===== config.mk =====
export PLATFORM = sky130hd
export DESIGN_NAME = fbdma_top
export DESIGN_NICKNAME = d
export VERILOG_FILES = /design/src/fbdma_pkg.sv /design/src/fbdma_top.sv /design/src/fbdma_addr_gen.sv /design/src/fbdma_comp_scale.sv
export VERILOG_INCLUDE_DIRS = /design/src /design/src/src
export SDC_FILE = /design/constraint.sdc
export NUM_CORES = 2
export LEC_CHECK = 0
export ABC_CLOCK_PERIOD_IN_PS = 10300
export BUFFER_PORTS_ARGS = -buffer_cell sky130_fd_sc_hd__buf_2
export CAP_MARGIN = 20
export CELL_PAD_IN_SITES_DETAIL_PLACEMENT = 1
export CELL_PAD_IN_SITES_GLOBAL_PLACEMENT = 2
export CORE_MARGIN = 10
export CORE_UTILIZATION = 39
export CTS_CLUSTER_SIZE = 24
export DETAILED_ROUTE_END_ITERATION = 8
export GPL_TIMING_DRIVEN = 1
export PLACE_DENSITY = 0.89
export SLEW_MARGIN = 25
export SYNTH_ARGS = -nofsm -noshare
export SYNTH_HDL_FRONTEND = slang
export SYNTH_SLANG_ARGS = --single-unit

===== constraint.sdc =====
create_clock -name clk -period 10.3 [get_ports clk]
set_input_delay 0.515 -clock clk [delete_from_list [all_inputs] [get_ports clk]]
set_output_delay 0.515 -clock clk [all_outputs]
set_load 0.01 [all_outputs]

===== src/fbdma_map.svh =====
// register offsets, field positions, codes and reset values of the frame dma
`ifndef FBDMA_MAP_SVH
`define FBDMA_MAP_SVH
`define FBDMA_OFS_CTRL 18'h00000
`define FBDMA_OFS_GIE 18'h00004
`define FBDMA_OFS_IER 18'h00008
`define FBDMA_OFS_ISR 18'h0000c
`define FBDMA_OFS_WIDTH 18'h00010
`define FBDMA_OFS_HEIGHT 18'h00018
`define FBDMA_OFS_STRIDE 18'h00020
`define FBDMA_OFS_FMT 18'h00028
`define FBDMA_OFS_PLANE1 18'h00030
`define FBDMA_OFS_PLANE2 18'h0003c
`define FBDMA_OFS_FIELD 18'h00048
`define FBDMA_CTRL_START 0
`define FBDMA_CTRL_DONE 1
`define FBDMA_CTRL_IDLE 2
`define FBDMA_CTRL_READY 3
`define FBDMA_CTRL_FLUSH 5
`define FBDMA_CTRL_FLUSH_DONE 6
`define FBDMA_CTRL_AUTO 7
`define FBDMA_ISR_DONE 0
`define FBDMA_ISR_READY 1
`define FBDMA_FMT_BIT_10 0
`define FBDMA_FMT_BIT_SEMI 1
`define FBDMA_RESP_OKAY 2'h0
`define FBDMA_RESP_SLVERR 2'h2
`define FBDMA_SCALE_PAD 2'h0
`define FBDMA_REG_RESET 32'h00000000
`endif


===== src/fbdma_pkg.sv =====
// types shared by the frame dma modules
package fbdma_pkg;
    typedef enum logic [0:0] {ST_IDLE, ST_RUN} fbdma_state_t;

    typedef struct packed {
        logic [31:0] addr;
        logic [15:0] beats;
    } fbdma_mem_req_t;

    typedef struct packed {
        fbdma_state_t st;
        logic start;
        logic done;
        logic auto_restart;
        logic flush;
        logic flush_done;
        logic gie;
        logic [1:0] ier;
        logic [1:0] isr;
        logic [15:0] width;
        logic [15:0] height;
        logic [31:0] stride;
        logic [5:0] fmt;
        logic [31:0] p1;
        logic [31:0] p2;
        logic fid;
        logic bvalid;
        logic [1:0] bresp;
        logic rvalid;
        logic [1:0] rresp;
        logic [31:0] rdata;
        logic [15:0] rrow;
        logic rpass;
        logic reqs_done;
        logic [15:0] col;
        logic [15:0] orow;
        logic opass;
        logic [63:0] word;
        logic word_v;
        logic half;
        logic [15:0] outst;
    } fbdma_regs_t;
endpackage


===== src/fbdma_top.sv =====
// frame dma, read variant: register port, row fetch engine and stream output
`timescale 1ns/1ps
`include "fbdma_map.svh"
module fbdma_top
    import fbdma_pkg::*;
(
    // clock and reset
    input wire logic clk,
    input wire logic reset,
    // register port, axi4-lite slave
    input wire logic [17:0] s_axi_awaddr,
    input wire logic [2:0] s_axi_awprot,
    input wire logic s_axi_awvalid,
    output logic s_axi_awready,
    input wire logic [31:0] s_axi_wdata,
    input wire logic [3:0] s_axi_wstrb,
    input wire logic s_axi_wvalid,
    output logic s_axi_wready,
    output logic [1:0] s_axi_bresp,
    output logic s_axi_bvalid,
    input wire logic s_axi_bready,
    input wire logic [17:0] s_axi_araddr,
    input wire logic [2:0] s_axi_arprot,
    input wire logic s_axi_arvalid,
    output logic s_axi_arready,
    output logic [31:0] s_axi_rdata,
    output logic [1:0] s_axi_rresp,
    output logic s_axi_rvalid,
    input wire logic s_axi_rready,
    // memory row read requests
    output logic mem_req_valid,
    input wire logic mem_req_ready,
    output fbdma_mem_req_t mem_req,
    // memory read data, 64 bits holding two 32-bit pixels, sent out over two stream beats
    input wire logic mem_rd_valid,
    output logic mem_rd_ready,
    input wire logic [63:0] mem_rd_data,
    // video stream out
    output logic [31:0] vid_tdata,
    output logic vid_tvalid,
    input wire logic vid_tready,
    output logic vid_tuser,
    output logic vid_tlast,
    // status
    output logic irq,
    output logic field_parity
);
    fbdma_regs_t q;
    fbdma_regs_t d;
    logic wr_go;
    logic rd_go;
    logic req_go;
    logic rd_acc;
    logic px_go;
    logic start_go;
    logic done_evt;
    logic ready_evt;
    logic [29:0] comp;

    // current readback of one register
    function automatic logic [31:0] reg_value(input logic [17:0] a, input fbdma_regs_t r);
        logic [31:0] v;
        v = `FBDMA_REG_RESET;
        if (a == `FBDMA_OFS_CTRL)
            v = {24'h000000, r.auto_restart, r.flush_done, r.flush, 1'b0,
                 (r.st == ST_IDLE) && !r.start, r.st == ST_IDLE, r.done, r.start};
        else if (a == `FBDMA_OFS_GIE)
            v = {31'h00000000, r.gie};
        else if (a == `FBDMA_OFS_IER)
            v = {30'h00000000, r.ier};
        else if (a == `FBDMA_OFS_ISR)
            v = {30'h00000000, r.isr};
        else if (a == `FBDMA_OFS_WIDTH)
            v = {16'h0000, r.width};
        else if (a == `FBDMA_OFS_HEIGHT)
            v = {16'h0000, r.height};
        else if (a == `FBDMA_OFS_STRIDE)
            v = r.stride;
        else if (a == `FBDMA_OFS_FMT)
            v = {26'h0000000, r.fmt};
        else if (a == `FBDMA_OFS_PLANE1)
            v = r.p1;
        else if (a == `FBDMA_OFS_PLANE2)
            v = r.p2;
        else if (a == `FBDMA_OFS_FIELD)
            v = {31'h00000000, r.fid};
        return v;
    endfunction

    // true for the eleven mapped word addresses
    function automatic logic reg_mapped(input logic [17:0] a);
        return a == `FBDMA_OFS_CTRL || a == `FBDMA_OFS_GIE || a == `FBDMA_OFS_IER ||
               a == `FBDMA_OFS_ISR || a == `FBDMA_OFS_WIDTH || a == `FBDMA_OFS_HEIGHT ||
               a == `FBDMA_OFS_STRIDE || a == `FBDMA_OFS_FMT || a == `FBDMA_OFS_PLANE1 ||
               a == `FBDMA_OFS_PLANE2 || a == `FBDMA_OFS_FIELD;
    endfunction

    // byte-lane merge of a write into the old value
    function automatic logic [31:0] merge(input logic [31:0] old, input logic [31:0] nw, input logic [3:0] s);
        logic [31:0] v;
        v = old;
        for (int i = 0; i < 4; i++)
            if (s[i])
                v[i*8 +: 8] = nw[i*8 +: 8];
        return v;
    endfunction

    function automatic logic is_10bit(input logic [5:0] f);
        return f[`FBDMA_FMT_BIT_10];
    endfunction

    function automatic logic is_semi(input logic [5:0] f);
        return f[`FBDMA_FMT_BIT_SEMI];
    endfunction

    // bus handshakes, one write and one read in flight
    assign wr_go = s_axi_awvalid && s_axi_wvalid && !q.bvalid;
    assign rd_go = s_axi_arvalid && !q.rvalid;
    assign s_axi_awready = wr_go;
    assign s_axi_wready = wr_go;
    assign s_axi_arready = !q.rvalid;
    assign s_axi_bvalid = q.bvalid;
    assign s_axi_bresp = q.bresp;
    assign s_axi_rvalid = q.rvalid;
    assign s_axi_rresp = q.rresp;
    assign s_axi_rdata = q.rdata;

    // engine handshakes; a held flush stops new requests and drains data
    assign start_go = q.st == ST_IDLE && q.start && !q.flush;
    assign mem_req_valid = q.st == ST_RUN && !q.reqs_done && !q.flush;
    assign mem_req.beats = {1'b0, q.width[15:1]};
    assign req_go = mem_req_valid && mem_req_ready;
    assign mem_rd_ready = !q.word_v || q.flush;
    assign rd_acc = mem_rd_valid && mem_rd_ready;
    assign vid_tvalid = q.st == ST_RUN && q.word_v && !q.flush;
    assign px_go = vid_tvalid && vid_tready;
    assign vid_tlast = q.col == q.width - 16'h0001;
    assign vid_tuser = q.col == 16'h0000 && q.orow == 16'h0000 && !q.opass;
    assign vid_tdata = {2'h0, comp};
    assign field_parity = q.fid;

    // master gate over the two enabled sources
    assign irq = q.gie && ((q.ier & q.isr) != 2'h0);

    fbdma_addr_gen u_addr (
        .plane_one(q.p1),
        .plane_two(q.p2),
        .stride(q.stride),
        .row(q.rrow),
        .use_plane_two(q.rpass),
        .addr(mem_req.addr)
    );

    fbdma_comp_scale u_scale (
        .pix(q.half ? q.word[63:32] : q.word[31:0]),
        .is_10bit(is_10bit(q.fmt)),
        .comp(comp)
    );

    // next state: register port, fetch side, stream side, events
    always_comb
    begin
        logic [31:0] cw;
        logic [15:0] oc;
        cw = merge(reg_value(s_axi_awaddr, q), s_axi_wdata, s_axi_wstrb);
        oc = q.outst;
        d = q;
        done_evt = 1'b0;
        ready_evt = 1'b0;
        if (q.bvalid && s_axi_bready)
            d.bvalid = 1'b0;
        if (wr_go)
        begin
            d.bvalid = 1'b1;
            d.bresp = reg_mapped(s_axi_awaddr) ? `FBDMA_RESP_OKAY : `FBDMA_RESP_SLVERR;
            if (s_axi_awaddr == `FBDMA_OFS_CTRL)
            begin
                if (cw[`FBDMA_CTRL_START])
                    d.start = 1'b1;
                d.flush = cw[`FBDMA_CTRL_FLUSH];
                d.auto_restart = cw[`FBDMA_CTRL_AUTO];
            end
            else if (s_axi_awaddr == `FBDMA_OFS_GIE)
                d.gie = cw[0];
            else if (s_axi_awaddr == `FBDMA_OFS_IER)
                d.ier = cw[1:0];
            else if (s_axi_awaddr == `FBDMA_OFS_ISR)
                d.isr = q.isr & ~(s_axi_wdata[1:0] & {2{s_axi_wstrb[0]}});
            else if (s_axi_awaddr == `FBDMA_OFS_WIDTH)
                d.width = cw[15:0];
            else if (s_axi_awaddr == `FBDMA_OFS_HEIGHT)
                d.height = cw[15:0];
            else if (s_axi_awaddr == `FBDMA_OFS_STRIDE)
                d.stride = cw;
            else if (s_axi_awaddr == `FBDMA_OFS_FMT)
                d.fmt = cw[5:0];
            else if (s_axi_awaddr == `FBDMA_OFS_PLANE1)
                d.p1 = cw;
            else if (s_axi_awaddr == `FBDMA_OFS_PLANE2)
                d.p2 = cw;
            else if (s_axi_awaddr == `FBDMA_OFS_FIELD)
                d.fid = cw[0];
        end
        if (q.rvalid && s_axi_rready)
            d.rvalid = 1'b0;
        if (rd_go)
        begin
            d.rvalid = 1'b1;
            d.rdata = reg_value(s_axi_araddr, q);
            d.rresp = reg_mapped(s_axi_araddr) ? `FBDMA_RESP_OKAY : `FBDMA_RESP_SLVERR;
            if (s_axi_araddr == `FBDMA_OFS_CTRL)
                d.done = 1'b0;
        end
        // row requests walk plane one, then plane two for semi-planar
        if (req_go)
        begin
            oc = oc + mem_req.beats;
            if (q.rrow == q.height - 16'h0001)
            begin
                d.rrow = 16'h0000;
                if (is_semi(q.fmt) && !q.rpass)
                    d.rpass = 1'b1;
                else
                    d.reqs_done = 1'b1;
            end
            else
                d.rrow = q.rrow + 16'h0001;
        end
        // returned words are held for two pixels, or dropped when flushing
        if (rd_acc)
        begin
            oc = oc - 16'h0001;
            if (!q.flush)
            begin
                d.word = mem_rd_data;
                d.word_v = 1'b1;
                d.half = 1'b0;
            end
        end
        d.outst = oc;
        d.flush_done = q.flush && oc == 16'h0000;
        // one pixel per stream beat, end of frame after the last pass
        if (px_go)
        begin
            if (!q.half)
                d.half = 1'b1;
            else
                d.word_v = 1'b0;
            if (vid_tlast)
            begin
                d.col = 16'h0000;
                if (q.orow == q.height - 16'h0001)
                begin
                    d.orow = 16'h0000;
                    if (is_semi(q.fmt) && !q.opass)
                        d.opass = 1'b1;
                    else
                    begin
                        d.st = ST_IDLE;
                        done_evt = 1'b1;
                    end
                end
                else
                    d.orow = q.orow + 16'h0001;
            end
            else
                d.col = q.col + 16'h0001;
        end
        // start is taken here and frees the start bit for the next frame
        if (start_go)
        begin
            d.st = ST_RUN;
            d.start = 1'b0;
            d.rrow = 16'h0000;
            d.rpass = 1'b0;
            d.reqs_done = 1'b0;
            d.col = 16'h0000;
            d.orow = 16'h0000;
            d.opass = 1'b0;
            d.word_v = 1'b0;
            ready_evt = 1'b1;
        end
        // events are applied last so a set beats a same-cycle clear
        if (done_evt)
        begin
            d.done = 1'b1;
            d.isr[`FBDMA_ISR_DONE] = 1'b1;
            if (q.auto_restart)
                d.start = 1'b1;
        end
        if (ready_evt)
            d.isr[`FBDMA_ISR_READY] = 1'b1;
    end

    // state register
    always_ff @(posedge clk or posedge reset)
    begin
        if (reset)
            q <= '0;
        else
            q <= d;
    end
endmodule // fbdma_top


===== src/fbdma_addr_gen.sv =====
// row start address from plane base, stride and row index
`timescale 1ns/1ps
module fbdma_addr_gen
    import fbdma_pkg::*;
(
    // plane bases and geometry
    input wire logic [31:0] plane_one,
    input wire logic [31:0] plane_two,
    input wire logic [31:0] stride,
    input wire logic [15:0] row,
    input wire logic use_plane_two,
    // row address
    output logic [31:0] addr
);
    logic [47:0] offset;

    // stride spaces rows, padding is skipped by the row beat count
    assign offset = 48'(row) * 48'(stride);
    assign addr = (use_plane_two ? plane_two : plane_one) + offset[31:0];
endmodule // fbdma_addr_gen


===== src/fbdma_comp_scale.sv =====
// unpacks one memory pixel into three 10-bit stream components
`timescale 1ns/1ps
`include "fbdma_map.svh"
module fbdma_comp_scale
    import fbdma_pkg::*;
(
    // memory pixel
    input wire logic [31:0] pix,
    input wire logic is_10bit,
    // stream components
    output logic [29:0] comp
);
    // 8-bit components are widened by a two-place left shift
    for (genvar i = 0; i < 3; i++)
    begin : g_comp
        assign comp[i*10 +: 10] = is_10bit ? pix[i*10 +: 10] : {pix[i*8 +: 8], `FBDMA_SCALE_PAD};
    end
endmodule // fbdma_comp_scale


==> results.json <==
{
  "ys_seq_area_frac": 0.256,
  "finalSetupViolCount": 0,
  "status": "completed",
  "leakagePower_uw": 0.0159,
  "hold_path_class": "input port to asynchronous set/reset pin",
  "htree_levels": 2,
  "dp_hpwl_um": 74200,
  "max_slew_margin": 0.267,
  "maxCapViolations": 0,
  "fin_crit_sh": 0.804,
  "grt.total_usage": 0.213,
  "r2r-end": "q[311]",
  "synth_top_area_share": 0.256,
  "worstSetupStartpointType": "flip-flop",
  "ios": 280,
  "min_period_ns": 8.28,
  "cts_resized": 0,
  "syn_area_per_cell_um2": 9.43,
  "die_h_um": 299,
  "share_seq_of_total_power": 0.395,
  "clkPwrFrac": 0.332,
  "wl_per_cell_um": 22.1,
  "setup_tns_ns": 0,
  "route.detailed.drc": 0,
  "synth.distinct_cells": 83,
  "cts_buffer_depth": 3,
  "drt_first_iter_violations": 1741,
  "drive_gt1_frac": 0.172,
  "ys_warn_count": 0,
  "hold_violations": 0,
  "nFillCells": 9011,
  "coreArea_um2": 77300,
  "intPower_uw": 2650,
  "clock_latency_ns": 0.55,
  "synth-seq-cells": 311,
  "fin_nets": 3893,
  "power_density_nw_per_um2": 120,
  "vias_per_cell": 5.46,
  "p_sw_uw": 1360,
  "initial_utilization": 0.393,
  "syn_area_um2": 30400,
  "place.gp.congestion": 0.847,
  "required_ns": 9.79,
  "routed-via-count": 24000,
  "worst-r2r-setup-slack_ns": 5.52,
  "ctsHoldBuffers": 0,
  "synthFlopType": "dfrtp_1",
  "ant_nets": 0,
  "grt_pass1_wl_um": 152000,
  "synthCells": 3224,
  "fin_util": 0.432,
  "grt_max_degree": 150,
  "tritoncts": "yes",
  "dieArea_um2": 89500,
  "cts_setup_buffers": 0,
  "die_w_um": 299,
  "worst_slew_pin_slew_ns": 1.09,
  "fmax_mhz": 121,
  "rsz0062_at_grt": "false",
  "async_reset_ff_frac": 1.00,
  "numCtsBuffers": 35,
  "fin_skew_ns": 0.0210,
  "grt_pass1_vias": 26200,
  "cts.sinks": 311,
  "post-synth-top-count-cell": "inv_1",
  "routed_wl_um": 96700,
  "rows": 102,
  "antenna_found_initial": 9,
  "synth_area_leader_cell": "dfrtp_1",
  "p_sw_frac": 0.339,
  "area_growth_syn_to_layout_pct": 10.1,
  "overflow": 0,
  "synth_top_cells_by_count": "444 x inv_1, 360 x nand2_1, 335 x fa_1, 311 x dfrtp_1, 175 x clkbuf_1",
  "dr.pass1.iters": 8,
  "crit_type": "flip-flop to output pin",
  "path_clk_slew_ns": 0.07,
  "crit_path_end_kind": "output pin",
  "io_buffers": 264,
  "rr_worst_depth": 13,
  "arrival_ns": 7.77,
  "p_comb_frac": 0.274,
  "cts-root-buf": "clkbuf_16",
  "path_max_fanout": 23,
  "r2r-start": "q[312]",
  "synth-edff-count": 0,
  "netlist_top_cells_area": "dfrtp_1 26%, fa_1 22%, mux2_2 6.4%",
  "ir_drop_v": 0.000152,
  "final-max-slew-violation-count": 0
}
## through the flow
step | cells | area (µm²) | hold slack (ns) | setup WS (ns) | power [µW]
after floorplan | 3228 | 30400 | 0.450 | 1.18 | 2300
after global placement | 4317 | 32200 | 0.456 | 2.57 | 2640
after detailed placement | 4317 | 32200 | 0.465 | 2.44 | 2690
after CTS | 4379 | 33400 | 0.102 | 1.87 | 4030
after global routing | 4384 | 33400 | 0.150 | 1.64 | 4210
final | 4385 | 33400 | 0.0783 | 2.02 | 4010
## metal layers
layer	GRT usage	up-vias	part of all wire
met2	0.362	682	0.49
met5	0	-	0.00035
met3	0.0390	137	0.064
met1	0.274	12400	0.42
met4	0.0589	6	0.025
li1	-	10700	-
## layout make-up
type | count | area (µm²) | area share
tap | 1040 | 1300 | 0.0389
multi-input combinational | 2215 | 19800 | 0.592
sequential | 311 | 7780 | 0.233
inverter | 444 | 1670 | 0.0501
clock inverter | 12 | 138 | 0.00412
clock buffer | 50 | 1060 | 0.0318
timing repair buffer | 308 | 1680 | 0.0501
antenna | 5 | 12.5 | 0.000374
## critical path: stages (launching register included)
cell	delay [ns]
dfrtp_1	0.65
buf_4	0.39
nand2_1	0.14
fa_1	0.54
fa_1	0.52
fa_1	0.54
inv_1	0.06
fa_1	0.49
fa_1	0.49
inv_1	0.05
fa_1	0.47
inv_1	0.04
ha_1	0.32
a21o_1	0.20
a211o_1	0.26
o21bai_1	0.38
nor3_1	0.14
o41a_1	0.47
a41o_1	0.32
nand4_1	0.11
nand4b_1	0.13
a21oi_1	0.21
xnor2_1	0.13
buf_2	0.15
## power by group through the flow
stage          combinational (µW)  sequential, µW  clock [µW]
6_report                     1100            1580        1330
5_1_grt                      1200            1610        1400
4_1_cts                      1070            1600        1350
3_5_place_dp                 1070            1620           0
3_3_place_gp                 1040            1610           0
2_1_floorplan                 793            1500           0
## kinds of logic (layout without fill, tap and decap cells)
| family | count (synthesis) | after routing | share of synthesized area |
|---|---|---|---|
| AND/OR/NAND/NOR | 923 | 923 | 0.149 |
| multiplexers | 276 | 276 | 0.0998 |
| other | 1 | 10 | 0.000123 |
| AO/OA/AOI/OAI | 418 | 418 | 0.0931 |
| flip-flops | 311 | 311 | 0.256 |
| adder cells (fa/ha/maj) | 426 | 426 | 0.258 |
| buffers and inverters | 702 | 814 | 0.0948 |
| XOR/XNOR | 167 | 167 | 0.0490 |
## worst max-delay path by stage
stage          startpoint            to  slack (ns)  depth (start not counted)
2_1_floorplan       reset  field_parity        1.18                          1
3_5_place_dp       q[118]   mem_req[46]        2.44                         23
6_report           q[118]   mem_req[46]        2.02                         23
5_1_grt            q[118]   mem_req[47]        1.64                         23
3_3_place_gp       q[119]   mem_req[46]        2.57                         23
4_1_cts            q[118]   mem_req[46]        1.87                         23
## cells in the final DEF, fill, tap and decap left out, types with 42 or more instances in the layout
master / Yosys / layout
mux2i_1: 98 / 98
a222oi_1: 46 / 46
nand3_1: 63 / 62
mux2_2: 173 / 173
ha_1: 91 / 91
buf_4: 55 / 42
a21oi_1: 103 / 103
nand2_1: 360 / 360
xor2_1: 66 / 66
and2_1: 174 / 174
dfrtp_1: 311 / 309
buf_2: 2 / 264
fa_1: 335 / 335
xnor2_1: 99 / 99
inv_1: 444 / 443
nor2_1: 140 / 137
o21ai_0: 87 / 87
## state kept, by name, summed over array words and instances (netlist names)
register      count
q               259
s_axi_rdata      32
mem_req          15
field_parity      1
s_axi_bresp       1
s_axi_bvalid      1
s_axi_rresp       1
s_axi_rvalid      1
No activity file was read; power rests on OpenSTA's default activity.
